`src/verilog/wwdt_consts.vh`:
```
// Purpose: shared constants for the watchdog block
// Assumes: APB, 32-bit data, two register words
// Notes: header holds definitions only
`ifndef WWDT_CONSTS_VH
`define WWDT_CONSTS_VH
// ==========================================================
// Register map
`define WWDT_ADDR_W 4
`define WWDT_OFF_CTRL 4'h0
`define WWDT_OFF_MODE 4'h4
`define WWDT_CTRL_RESET 8'h7F
`define WWDT_BIT_EN 7
`define WWDT_BIT_MSB 6
`define WWDT_CNT_MAX 7'h7F
`define WWDT_CNT_TRIP 7'h40
// ==========================================================
// Mode register fields
`define WWDT_MODE_DLYSEL 0
// ==========================================================
// Timing
`define WWDT_PRESCALE 16384
`define WWDT_DLY_SHORT 256
`define WWDT_DLY_LONG 4096
`define WWDT_PRE_W 14
`define WWDT_DLY_W 13
`define WWDT_OPT_WAIT 3'h5
`endif

```
`src/verilog/wwdt_sync.v`:
```
// Purpose: three-stage synchroniser with agreement filter
// Assumes: input is asynchronous to pclk
// Notes: first stage is read only by the second
`timescale 1ns/1ps
`include "wwdt_consts.vh"
module wwdt_sync #(
  parameter WIDTH = 1
) (
  // Clock and reset
  input wire pclk,
  input wire presetn,
  // Data
  input wire [WIDTH-1:0] async_in,
  output reg [WIDTH-1:0] sync_out
);
  reg [WIDTH-1:0] stage1;
  reg [WIDTH-1:0] stage2;
  reg [WIDTH-1:0] stage3;
  integer i;
  // ==========================================================
  // Capture, then accept a bit once stages two and three agree
  always @(posedge pclk or negedge presetn) begin
    if (!presetn) begin
      stage1 <= {WIDTH{1'b0}};
      stage2 <= {WIDTH{1'b0}};
      stage3 <= {WIDTH{1'b0}};
      sync_out <= {WIDTH{1'b0}};
    end else begin
      stage1 <= async_in;
      stage2 <= stage1;
      stage3 <= stage2;
      for (i = 0; i < WIDTH; i = i + 1) begin
        if (stage2[i] == stage3[i]) begin
          sync_out[i] <= stage3[i];
        end
      end
    end
  end
endmodule // wwdt_sync

```
`src/verilog/wwdt_core.v`:
```
// Purpose: 7-bit watchdog down-counter with APB control register
// Assumes: pclk is both oscillator and CPU clock; low-power status from the system
// Notes: halt, wake and option inputs are asynchronous pins, synchronised here
//
// Our own choices: the register offsets and the APB slave port.
`timescale 1ns/1ps
`include "wwdt_consts.vh"
// Contract
// - The counter lives in control bits 6:0 and steps down once per 16384 oscillator cycles.
// - While enabled, a reset is raised when the counter falls from 40h to 3Fh.
// - The enable bit is set only by software and cleared only by reset, and gates the counter-trip reset only, not the halt reset.
// - After reset the control register reads 7Fh.
// - With the hardware-watchdog option the watchdog is always active regardless of enable.
// - Slow and wait modes leave the watchdog running unchanged.
// - In plain halt the counter steps once and then stops, with no reset, until a wake-up.
// - An external interrupt ending plain halt restarts counting after 256 or 4096 clocks.
// - A reset ending plain halt returns the watchdog to its disabled state unless hardware mode.
// - Halt with the clock interrupt off and the halt-reset option on raises a reset.
// - Halt with the clock interrupt enabled enters active halt instead.
// - Active halt neither decrements nor resets, whatever the halt-reset option.
// - Waking from active halt by an interrupt resumes counting at once.
// - A reset ending active halt restarts counting after 256 or 4096 clocks; here always 256, as reset clears the delay select.
module wwdt_core #(
  parameter PRESCALE = `WWDT_PRESCALE,
  parameter DLY_SHORT = `WWDT_DLY_SHORT,
  parameter DLY_LONG = `WWDT_DLY_LONG
) (
  // APB
  input wire pclk,
  input wire presetn,
  input wire psel,
  input wire penable,
  input wire pwrite,
  input wire [31:0] paddr,
  input wire [31:0] pwdata,
  output wire pready,
  output reg [31:0] prdata,
  output wire pslverr,
  // System status, asynchronous pins
  input wire halt_req,
  input wire ext_wake,
  input wire osc_wake,
  input wire rtc_interrupt_enable,
  input wire halt_reset_option,
  input wire hw_watchdog_option,
  // Reset request and state
  output reg wdg_reset,
  output wire wdg_active,
  output wire [1:0] wdg_halt_state
);
  localparam ST_RUN = 4'b0001;
  localparam ST_HALT = 4'b0010;
  localparam ST_AHALT = 4'b0100;
  localparam ST_DELAY = 4'b1000;
  reg [3:0] state;
  reg [3:0] next_state;
  reg dog_activation;
  reg [6:0] cnt;
  reg [`WWDT_PRE_W-1:0] pre;
  reg [`WWDT_DLY_W-1:0] dly;
  reg halted_once;
  reg dly_long_sel;
  reg hw_opt;
  reg [2:0] opt_wait;
  reg next_activation;
  reg [6:0] next_cnt;
  reg next_wdg_reset;
  reg [31:0] next_prdata;
  reg [`WWDT_DLY_W-1:0] next_dly;
  reg [1:0] halt_flags;
  reg halt_d;
  reg restart_delay;
  wire [5:0] sync_raw;
  wire [5:0] sync_val;
  wire s_halt;
  wire s_ext;
  wire s_osc;
  wire s_rtc;
  wire s_hro;
  wire s_hw;
  wire halt_rise;
  wire tick;
  wire counting;
  wire armed;
  wire wr;
  wire rd;
  wire sel_ctrl;
  wire sel_mode;
  wire [`WWDT_DLY_W-1:0] dly_load;
  wire [31:0] ctrl_word;
  wire trip;
  wire halt_forbid;
  wire wake_plain;
  wire wake_active;
  wire ctrl_write;
  wire mode_write;
  wire [3:0] state_in;
  // ==========================================================
  // Pin synchronisers
  // The option strap shares the filter, so it settles a few edges after reset release
  assign sync_raw = {hw_watchdog_option, halt_reset_option, rtc_interrupt_enable,
                     osc_wake, ext_wake, halt_req};
  wwdt_sync #(.WIDTH(6)) u_sync (
    .pclk(pclk),
    .presetn(presetn),
    .async_in(sync_raw),
    .sync_out(sync_val)
  );
  assign {s_hw, s_hro, s_rtc, s_osc, s_ext, s_halt} = sync_val;
  // ==========================================================
  // APB decode
  // Zero wait states: each access ends in its first access cycle
  assign pready = 1'b1;
  assign sel_ctrl = paddr[`WWDT_ADDR_W-1:0] == `WWDT_OFF_CTRL;
  assign sel_mode = paddr[`WWDT_ADDR_W-1:0] == `WWDT_OFF_MODE;
  assign pslverr = psel & penable & ~(sel_ctrl | sel_mode);
  assign wr = psel & penable & pwrite & ~pslverr;
  assign rd = psel & ~penable & ~pwrite;
  assign ctrl_word = {24'h000000, dog_activation, cnt};
  assign ctrl_write = wr & sel_ctrl;
  assign mode_write = wr & sel_mode;
  // Read word is chosen in the setup phase so that it stands for the whole access phase
  always @* begin
    next_prdata = prdata;
    if (rd) begin
      if (sel_ctrl) begin
        next_prdata = ctrl_word;
      end else if (sel_mode) begin
        next_prdata = {31'h0, dly_long_sel};
      end else begin
        next_prdata = 32'h00000000;
      end
    end
  end
  always @(posedge pclk or negedge presetn) begin
    if (!presetn) begin
      prdata <= 32'h00000000;
    end else begin
      prdata <= next_prdata;
    end
  end
  // ==========================================================
  // Hardware option strap, caught once the synchroniser has settled after reset release
  // At the first edge the synchroniser still shows its reset value, not the strap
  always @(posedge pclk or negedge presetn) begin
    if (!presetn) begin
      hw_opt <= 1'b0;
      opt_wait <= 3'h0;
    end else if (opt_wait != `WWDT_OPT_WAIT) begin
      hw_opt <= s_hw;
      opt_wait <= opt_wait + 3'h1;
    end
  end
  assign armed = dog_activation | hw_opt;
  assign wdg_active = armed;
  // ==========================================================
  // Low-power state machine
  assign halt_rise = s_halt & ~halt_d;
  // Only an external interrupt ends plain halt; the clock interrupt also ends active halt
  assign wake_plain = s_ext;
  assign wake_active = s_ext | s_osc;
  assign dly_load = dly_long_sel ? DLY_LONG[`WWDT_DLY_W-1:0] - 1'b1
                                 : DLY_SHORT[`WWDT_DLY_W-1:0] - 1'b1;
  always @* begin
    next_state = state;
    case (state)
      ST_RUN: begin
        if (halt_rise && s_rtc) begin
          next_state = ST_AHALT;
        end else if (halt_rise && !s_hro) begin
          next_state = ST_HALT;
        end
      end
      ST_HALT: begin
        if (wake_plain) begin
          next_state = ST_DELAY;
        end
      end
      ST_AHALT: begin
        if (wake_active) begin
          next_state = ST_RUN;
        end
      end
      ST_DELAY: begin
        if (dly == {`WWDT_DLY_W{1'b0}}) begin
          next_state = ST_RUN;
        end
      end
      default: begin
        next_state = ST_RUN;
      end
    endcase
  end
  assign state_in = restart_delay ? ST_DELAY : next_state;
  always @* begin
    next_dly = dly;
    if (restart_delay || (state == ST_HALT && next_state == ST_DELAY)) begin
      next_dly = dly_load;
    end else if (state == ST_DELAY && dly != {`WWDT_DLY_W{1'b0}}) begin
      next_dly = dly - 1'b1;
    end
  end
  always @(posedge pclk or negedge presetn) begin
    if (!presetn) begin
      state <= ST_RUN;
      halt_flags <= 2'b00;
      halt_d <= 1'b0;
      dly <= {`WWDT_DLY_W{1'b0}};
      restart_delay <= 1'b1;
    end else begin
      halt_d <= s_halt;
      state <= state_in;
      halt_flags <= {state_in == ST_AHALT, state_in == ST_HALT};
      dly <= next_dly;
      restart_delay <= 1'b0;
    end
  end
  // ==========================================================
  // Status outputs
  // Halt flags are registered from the state's next value, so they always match the state
  assign wdg_halt_state = halt_flags;
  // ==========================================================
  // Prescaler and counter
  // Plain halt lets exactly one prescaled step through before the counter freezes
  // The prescaler keeps its phase while frozen instead of restarting the period
  // slow and wait ignored
  assign counting = (state == ST_RUN) || (state == ST_HALT && !halted_once);
  assign tick = counting && (pre == PRESCALE[`WWDT_PRE_W-1:0] - 1'b1);
  always @(posedge pclk or negedge presetn) begin
    if (!presetn) begin
      pre <= {`WWDT_PRE_W{1'b0}};
      halted_once <= 1'b0;
    end else begin
      if (!counting) begin
        pre <= pre;
      end else if (tick) begin
        pre <= {`WWDT_PRE_W{1'b0}};
      end else begin
        pre <= pre + 1'b1;
      end
      if (state != ST_HALT) begin
        halted_once <= 1'b0;
      end else if (tick) begin
        halted_once <= 1'b1;
      end
    end
  end
  // write loads counter
  // A write and a tick in one cycle: the software reload wins
  always @* begin
    next_cnt = cnt;
    next_activation = dog_activation;
    if (ctrl_write) begin
      next_cnt = pwdata[`WWDT_BIT_MSB:0];
      if (pwdata[`WWDT_BIT_EN]) begin
        next_activation = 1'b1;
      end
    end else if (tick) begin
      next_cnt = cnt - 7'h01;
    end
  end
  always @(posedge pclk or negedge presetn) begin
    if (!presetn) begin
      dog_activation <= 1'b0;
      cnt <= `WWDT_CNT_MAX;
      dly_long_sel <= 1'b0;
    end else begin
      dog_activation <= next_activation;
      cnt <= next_cnt;
      if (mode_write) begin
        dly_long_sel <= pwdata[`WWDT_MODE_DLYSEL];
      end
    end
  end
  // ==========================================================
  // Reset request, held until system reset; no interrupt exists
  // trip at 40h to 3Fh
  assign trip = armed && tick && (cnt == `WWDT_CNT_TRIP) && (state != ST_HALT);
  assign halt_forbid = (state == ST_RUN) && halt_rise && !s_rtc && s_hro;
  always @* begin
    next_wdg_reset = wdg_reset;
    if (trip || halt_forbid) begin
      next_wdg_reset = 1'b1;
    end
  end
  always @(posedge pclk or negedge presetn) begin
    if (!presetn) begin
      wdg_reset <= 1'b0;
    end else begin
      wdg_reset <= next_wdg_reset;
    end
  end
endmodule // wwdt_core

```
`config.mk`:
```
export PLATFORM = sky130hd
export DESIGN_NAME = wwdt_core
export DESIGN_NICKNAME = d
export VERILOG_FILES = /design/src/verilog/wwdt_sync.v /design/src/verilog/wwdt_core.v
export VERILOG_INCLUDE_DIRS = /design/src /design/src/verilog
export SDC_FILE = /design/constraint.sdc
export NUM_CORES = 1
export LEC_CHECK = 0
export BUFFER_PORTS_ARGS = -buffer_cell sky130_fd_sc_hd__buf_2
export CORE_UTILIZATION = 56
export DETAILED_ROUTE_END_ITERATION = 10
export PLACE_DENSITY = 0.84
export SLEW_MARGIN = 40
export SYNTH_ARGS = -nofsm -noshare
export SYNTH_HDL_FRONTEND = slang
export SYNTH_SLANG_ARGS = --single-unit
```
`constraint.sdc`:
```
create_clock -name pclk -period 5.3 [get_ports pclk]
set_input_delay 0.53 -clock pclk [delete_from_list [all_inputs] [get_ports pclk]]
set_output_delay 0.53 -clock pclk [all_outputs]
set_load 0.005 [all_outputs]
```
# Word level (Yosys, flattened, before mapping)
# Index checks and enable logic that the tools add are counted.
# Widths: inputs -> output; s select.
op_classes:
  add_sub_neg: 4
  eq_ne: 18
  muxes: 17
  bitwise_logic: 17
  n_reduce_logical: 25
ops:
  columns: ["cell", "n"]
  rows:
  - ["$mux 32", 1]
  - ["$mux 13", 2]
  - ["$mux 4", 6]
  - ["$pmux 4 s4", 1]
  - ["$add 14x1->14 const B", 1]
  - ["$eq 14x14->1 const B", 1]
  - ["$mux 14", 1]
  - ["$mux 7", 2]
  - ["$logic_not 13->1", 1]
  - ["$reduce_bool 13->1", 1]
  - ["$sub 13x1->13 const B", 1]
  - ["$eq 4x3->1 const B", 3]
  - ["$logic_and 1x1->1", 12]
  - ["$mux 12", 1]
  - ["$and 1x1->1", 9]
  - ["$eq 4x2->1 const B", 2]
  - ["$eq 4x4->1 const B", 2]
  - ["$eq 7x7->1 const B", 1]
  - ["$sub 7x1->7 const B", 1]
  - ["$eq 1x1->1", 6]
  - ["$reduce_bool 2->1", 3]
  - ["$not 1->1", 5]
  - ["$eq 4x1->1 const B", 1]
  - ["$logic_not 4->1", 1]
  - ["other kinds (8)", 16]
totals:
  regBits: 106
  input_bits: 75
  word_cells: 104

# Depth between registers and ports, before layout
# Gate-level depths: netlist of the first run.
depth:
  depth_word: 10
  depth_mapped: 7
  ltp_nobuf: 6

# Hierarchy
# Synthesis of the first run repeated with hierarchy kept, for this count alone.
hier_totals:
  cells_unflattened: 325
  hier_area_um2: 3657.3
modules_own_cells:
  columns: ["mod", "n_inst", "cells_per_inst", "area_each_um2"]
  rows:
  - ["wwdt_core", 1, 295, 2989.1]
  - ["wwdt_sync", 1, 30, 668.1]

# Worst setup path before layout of the first run
# No wires, ideal clock.
synth_path:
  path_type: "flip-flop to flip-flop"
  startpoint: "register dly[0]"
  endpoint: "register dly[4]"
  t_arrival_ns: 1.897
  t_required_ns: 5.160
  slack_ns: 3.262
  path_stages_with_launch: 8
  n_path_buf: 1
  path_cell_list: "dfrtp_1 inv_1 ha_1 or4b_1 buf_2 o41ai_4 or3_1 nand3_1"
synth_between:
  elab_chain_len: 7
  elab_cells_between_ends: 12
synth_rtl:
  columns: ["item", "line_no", "rtl"]
  rows:
  - ["start, declared", "wwdt_core.v:60", "reg [`WWDT_DLY_W-1:0] dly;"]
  - ["start signal, assigned", "wwdt_core.v:208", "dly <= {`WWDT_DLY_W{1'b0}};"]
  - ["start signal, assigned", "wwdt_core.v:214", "dly <= next_dly;"]
  - ["$logic_not 13->1", "wwdt_core.v:185", "if (dly == {`WWDT_DLY_W{1'b0}}) begin"]
  - ["$mux 4", "wwdt_core.v:185", null]
  - ["$pmux 4 s4", "wwdt_core.v:166", "case (state)"]
  - ["$eq 4x4->1", "wwdt_core.v:197", "if (restart_delay || (state == ST_HALT && next_state == ST_DELAY)) begin"]
  - ["$logic_and 1x1->1", "wwdt_core.v:197", null]
  - ["$logic_or 1x1->1", "wwdt_core.v:197", null]
  - ["$mux 13 / $reduce_bool 2->1 (equally long branches)", null, null]
# Several ways; a longest one is shown, not always the timed one. The select of a mux whose other input is x is not followed.
# A chain may end at the register's enable or synchronous reset.

# Final worst setup path of the first run
# Ends and elaborated chain as after synthesis.

==> impl_metrics.yaml, run 1 <==
setup_path:
  cp_num_buf_inv: 1
  slowest_stage: "or4b_1"
  cp_top_family: "simple AND/OR/NAND/NOR gates"
  endpoint_kind: "flip-flop"
  max_stage_delay_ps: 590
  critPathLaunchType: "flip-flop"
  critPathRequiredTime_ps: 5500
  cp_num_cells: 6
  critPathKind: "flip-flop to flip-flop"
  arrival_ps: 2510
  crit_path_max_fanout: 10
  crit_chain: "inv_1 > ha_1 > or4b_1 > o41ai_4 > or3_1 > nand3_1"
  rr_worst_depth: 6
drt:
  drc: 4
  vias_per_cell: 5.78
  avgRoutedWirePerCell_um: 14.4
  routed_wl_um: 6760
  dr_total_vias: 2712
  first_pass_iters: 9
  drtIter0Drc: 145
  antenna_left: 0
final_layout:
  synthToLayoutAreaGrowth_pct: 8.73
  fillers: 505
  nets: 467
  register_area_um2: 2060
  fin_util_pct: 64.2
  insertedDiodeCount: 0
  multi_input_area_um2: 1560
  final_area_um2: 4150
  drive_above_1_share_pct: 19.4
  stdcell_count: 469
sta:
  fmax_mhz: 432
  rsz0062_at_grt: "no"
  finClkSkew_ps: 8.89
  slew_violations: 0
  fin_crit_sh_pct: 43.6
  tightest_slew_ps: 819
  setup_slack_ps: 2990
  hold_viol: 0
  period_needed_ps: 2310
  max_slew_margin_pct: 44.6
  setup_tns_ps: 0
  setup_viol: 0
floorplan:
  die_h_um: 84.5
  initial_core_util_pct: 59.0
  core_um2: 6460
  ioPinCount: 113
  die_x_um: 84.5
  rows: 29
  dieArea_um2: 7140
power_and_ir_drop:
  power_frac_clock_pct: 34.1
  swShare_pct: 27.1
  seqPwrFrac_pct: 56.2
  p_leak_nw: 1.89
  vdd_ir_drop_max_uv: 260
  p_per_area_nw_per_um2: 309
  p_comb_share_pct: 9.7
  net-switching-power_w: 0.000348
  intPower_w: 0.000933
clock_tree:
  cts_root_buf: "clkbuf_8"
  numCtsBuffers: 9
  cts_tree: "done"
  postCtsSetupRepairBufs: 0
  cts_resized: 0
  clkTransAtPathRegs_ps: 90
  clk_latency_ps: 350
  clock-sinks: 82
  htree_levels: 3
  hold_buffers: 0
  clk_path_buf_depth: 2
place:
  place_inst: 453
  pre_cts_slack_ps: 3010
  dp_hpwl_um: 4760
  placed_area_um2: 3940
  finalWeightedCongestion: 0.881
  io_buffers: 35
synthesis:
  synth_edf_count: 0
  yosysUniqueCellTypes: 58
  synth_area_leaders: "dfrtp_1 48%, dfstp_2 6.2%, buf_4 4.9%"
  synthCells: 352
  async_flop_share_pct: 100
  synth_ff_type: "dfrtp_1"
  synth_area_um2: 3810
  ys_warn_count: 0
  syn_avg_cell_area_um2: 10.8
  seq_area_frac_synth_pct: 54.1
  synth_largest_area_cell: "dfrtp_1"
  synth_top_area_share_pct: 47.9
  synth_seq_cells: 82
global_route:
  grt_first_pass_wirelength_um: 11700
  grt_pass1_vias: 2675
  antenna_found_initial: 0
  grt_overflow: 0
  grt_max_degree: 83
  grt_use_total_pct: 20.9
run:
  maxCapViolCount: 0
run_status:
  violations: "DRC"
  run_status: "complete, but fails checks"
hold_path:
  hold_path.class: "input port to asynchronous set/reset pin"
==> Yosys cell counts (all sizes together) (6+ instances only) <==
library cell / instances
a21oi: 13
a22o: 7
a31oi: 10
and3: 9
buf: 30
dfrtp: 73
dfstp: 9
inv: 12
maj3: 6
nand2: 19
nand3: 8
nand4: 7
nor2: 29
nor3: 8
o21ai: 19
o31ai: 8
or3: 12
==> power groups by stage <==
stage                     clock network (W)  registers, W  logic (W)
after global placement                    0      0.000727   0.000118
after detailed placement                  0      0.000730   0.000125
after floorplan                           0      0.000716  0.0000995
final                              0.000436      0.000720   0.000125
after CTS                          0.000450      0.000718   0.000126
after global routing               0.000470      0.000726   0.000145
==> metal layers <==
layer	GRT usage [%]	share of wire [%]
met5	0	0
met4	8.63	2.1
met3	6.29	4.5
met2	34.6	50
met1	25.7	44
==> stage by stage <==
stage	hold WS, ps	power [W]
after floorplan	234	0.000816
after detailed placement	341	0.000855
after CTS	229	0.00129
after global routing	251	0.00134
after global placement	332	0.000845
final	167	0.00128
==> cell families (layout without fill, tap and decap cells) <==
| logic type | count (synthesis) | after routing | share of synthesized area, % |
|---|---|---|---|
| fa+ha+maj | 11 | 11 | 3.22 |
| other cells | 2 | 26 | 0.197 |
| compound gates | 73 | 73 | 13.1 |
| mux | 5 | 5 | 1.38 |
| buf+inv | 47 | 63 | 7.51 |
| xor+xnor | 8 | 8 | 1.84 |
| simple gates | 124 | 124 | 18.6 |
| flops | 82 | 82 | 54.1 |
==> path summary, 6_finish.rpt <==
| kind | end | slack [ps] | start |
|---|---|---|---|
| max in group asynchronous | halt_d | 4600 | presetn |
| min in group pclk | u_sync.stage1[2] | 280 | osc_wake |
| worst min register to register | u_sync.stage2[2] | 350 | u_sync.stage1[2] |
| worst max register to register | dly[4] | 2990 | dly[0] |
| worst max-delay path | dly[4] | 2990 | dly[0] |
| worst min-delay path | prdata[1] | 170 | presetn |
==> worst reg2reg max path: stages, from the launching register on <==
cell and delay (ps):
dfrtp_1 410, inv_1 80, ha_1 230, or4b_1 590, o41ai_4 590, or3_1 190, nand3_1 70
==> state kept, by name, indices dropped and copies added (netlist names), 2 cells and up <==
name	flops
dly	13
pre	14
u_sync.stage2	6
state	4
u_sync.sync_out	6
u_sync.stage3	6
prdata	8
wdg_halt_state	2
u_sync.stage1	6
cnt	7
opt_wait	3
==> final cells by class <==
class	count	share of cell area, %
Sequential cell	82	49.8
Multi-Input combinational cell	247	37.7
Timing Repair Buffer	35	4.38
Clock buffer	11	3.65
Tap cell	77	2.32
Clock inverter	5	1.09
Inverter	12	1.09
==> placed cells by master, fill, tap and decap left out, drive strengths merged, types with 9 or more instances in the layout <==
master | synthesis | final
a31oi | 10 | 10
o21ai | 19 | 19
nor2 | 29 | 29
and3 | 9 | 9
dfstp | 9 | 9
or3 | 12 | 12
inv | 12 | 15
nand2 | 19 | 19
dfrtp | 73 | 73
a21oi | 13 | 13
conb | 2 | 26
buf | 30 | 35
clkbuf | 5 | 11
Note: power is estimated with default switching activity, not from simulation.
==> run 2: changes to the inputs <==
--- a/config.mk
+++ b/config.mk
@@ -7,9 +7,9 @@
 export NUM_CORES = 1
 export LEC_CHECK = 0
 export BUFFER_PORTS_ARGS = -buffer_cell sky130_fd_sc_hd__buf_2
-export CORE_UTILIZATION = 56
+export CORE_UTILIZATION = 52
 export DETAILED_ROUTE_END_ITERATION = 10
-export PLACE_DENSITY = 0.84
+export PLACE_DENSITY = 0.78
 export SLEW_MARGIN = 40
 export SYNTH_ARGS = -nofsm -noshare
 export SYNTH_HDL_FRONTEND = slang
==> constraint.sdc (replaced) <==
create_clock -name pclk -period 2.19 [get_ports pclk]
set_input_delay 0.219 -clock pclk [delete_from_list [all_inputs] [get_ports pclk]]
set_output_delay 0.219 -clock pclk [all_outputs]
set_load 0.005 [all_outputs]
==> impl_metrics.yaml, run 2 (synthesized netlist as in run 1, its figures left out) <==
run_status:
  run_status: "completed"
sta:
  slew_violations: 0
  fmax_mhz: 478
  max_slew_margin_pct: 63.4
  setup_viol: 0
  period_needed_ps: 2090
  finClkSkew_ps: 11.1
  setup_tns_ps: 0
  tightest_slew_ps: 545
  fin_crit_sh_pct: 95.6
  hold_viol: 0
floorplan:
  rows: 30
  die_x_um: 87.6
  ioPinCount: 113
  initial_core_util_pct: 54.9
  die_h_um: 87.6
  core_um2: 6940
  dieArea_um2: 7680
final_layout:
  final_area_um2: 4370
  most-common-layout-cells: "73 x dfrtp_1, 34 x buf_2, 29 x nor2_1"
  insertedDiodeCount: 0
  synthToLayoutAreaGrowth_pct: 14.7
  final_common_cell: "dfrtp_1"
  fillers: 573
  largest_reg_flops: 14
  regMostFlops: "pre"
  drive_above_1_share_pct: 22.0
  stdcell_count: 510
  nets: 489
  largestRegisters: "pre: 14 flops, dly: 13 flops, prdata: 8 flops"
clock_tree:
  numCtsBuffers: 9
  cts_tree: "done"
  clk_path_buf_depth: 2
  cts_root_buf: "clkbuf_8"
  clock-sinks: 82
  clk_latency_ps: 350
  htree_levels: 3
  clkTransAtPathRegs_ps: 90
global_route:
  grt_max_degree: 39
  grt-busiest-layer: "met2"
  antenna_found_initial: 0
  use_met1_pct: 25.9
  grt_overflow: 0
  grt_pass1_vias: 2777
  grt_first_pass_wirelength_um: 12600
  gr-usage-met2_pct: 37.7
  met3_usage_pct: 5.94
  grt_use_total_pct: 21.6
hold_path:
  hold_path.class: "input port to flip-flop"
setup_path:
  critPathKind: "flip-flop to flip-flop"
  arrival_ps: 2370
  endpoint_kind: "flip-flop"
  critPathRequiredTime_ps: 2470
  max_stage_delay_ps: 520
  slowest_stage: "or4b_4"
  crit_chain: "inv_1 > ha_1 > or4b_4 > o41a_1 > and3_1 > o21ai_1"
  critPathLaunchType: "flip-flop"
  crit_path_max_fanout: 7
place:
  dp_hpwl_um: 5160
  io_buffers: 35
  place_inst: 486
  placed_area_um2: 4080
  finalWeightedCongestion: 0.837
drt:
  dr_total_vias: 2775
  drtIter0Drc: 134
  routed_wl_um: 7310
  avgRoutedWirePerCell_um: 14.3
  drc: 0
  antenna_left: 0
  vias_per_cell: 5.44
  first_pass_iters: 4
power_and_ir_drop:
  p_leak_nw: 2.00
  p_per_area_nw_per_um2: 734
  vdd_ir_drop_max_uv: 546
run:
  maxCapViolCount: 0
## run 2: per-stage QoR
| step | worst slack (ps) | total power [W] | hold WS [ps] | util (%) |
|---|---|---|---|---|
| 6_report | 96.2 | 0.00321 | 68.6 | 63.0 |
| 5_1_grt | -1.71 | 0.00337 | 55.7 | 63.0 |
| 4_1_cts | 21.2 | 0.00324 | 56.8 | 62.7 |
| 2_1_floorplan | 152 | 0.00197 | -76.6 | - |
| 3_3_place_gp | 135 | 0.00207 | 161 | 58.7 |
| 3_5_place_dp | 55.1 | 0.00210 | 165 | 58.7 |
## run 2: worst max-delay path: cells and delay by family, from the launching register on
kind | cells | cell delay, ps
adder cells (fa/ha/maj) | 1 | 160
buffers and inverters | 1 | 70
AND/OR/NAND/NOR | 2 | 750
AO/OA/AOI/OAI | 2 | 630
flip-flops | 1 | 410
## run 2: layout make-up
type / instances / area [µm²] / area share (%)
Clock buffer: 9 / 124 / 2.83
Clock inverter: 7 / 83.8 / 1.92
Inverter: 12 / 45.0 / 1.03
Multi-Input combinational cell: 247 / 1560 / 35.8
Sequential cell: 82 / 2060 / 47.2
Tap cell: 96 / 120 / 2.75
Timing Repair Buffer: 57 / 373 / 8.53
## run 2: timing repair
action,CTS,global route
hold endpoints to repair,24,0
setup buffers,0,1
gates resized for setup,0,2
endpoints found under the setup margin,0,10
hold buffers,7,0
## run 2: final timing paths
| check | startpoint | slack, ps | cells after the start | to |
|---|---|---|---|---|
| worst max-delay path | dly[1] | 100 | 6 | dly[2] |
| worst min-delay path | pwdata[7] | 70 | 2 | dog_activation |
| worst max register to register | dly[1] | 100 | 6 | dly[2] |
| worst min register to register | u_sync.stage1[3] | 360 | 0 | u_sync.stage2[3] |
| max in group asynchronous | presetn | 1210 | 3 | cnt[5] |
| min in group asynchronous | presetn | 330 | 2 | prdata[1] |
## run 2: layer usage
layer / vias up / routed length (µm) / part of all wire (%)
li1: 1343 / - / -
met1: 1361 / 3120 / 43
met2: 56 / 3820 / 52
met3: 15 / 236 / 3.2
met4: 0 / 127 / 1.7
met5: - / 0 / 0
## run 2: power breakdown
part,switching (W),internal [W],leakage [nW]
Combinational,0.000186,0.000161,0.905
Clock,0.000579,0.000546,0.102
Sequential,0.000101,0.00164,0.989
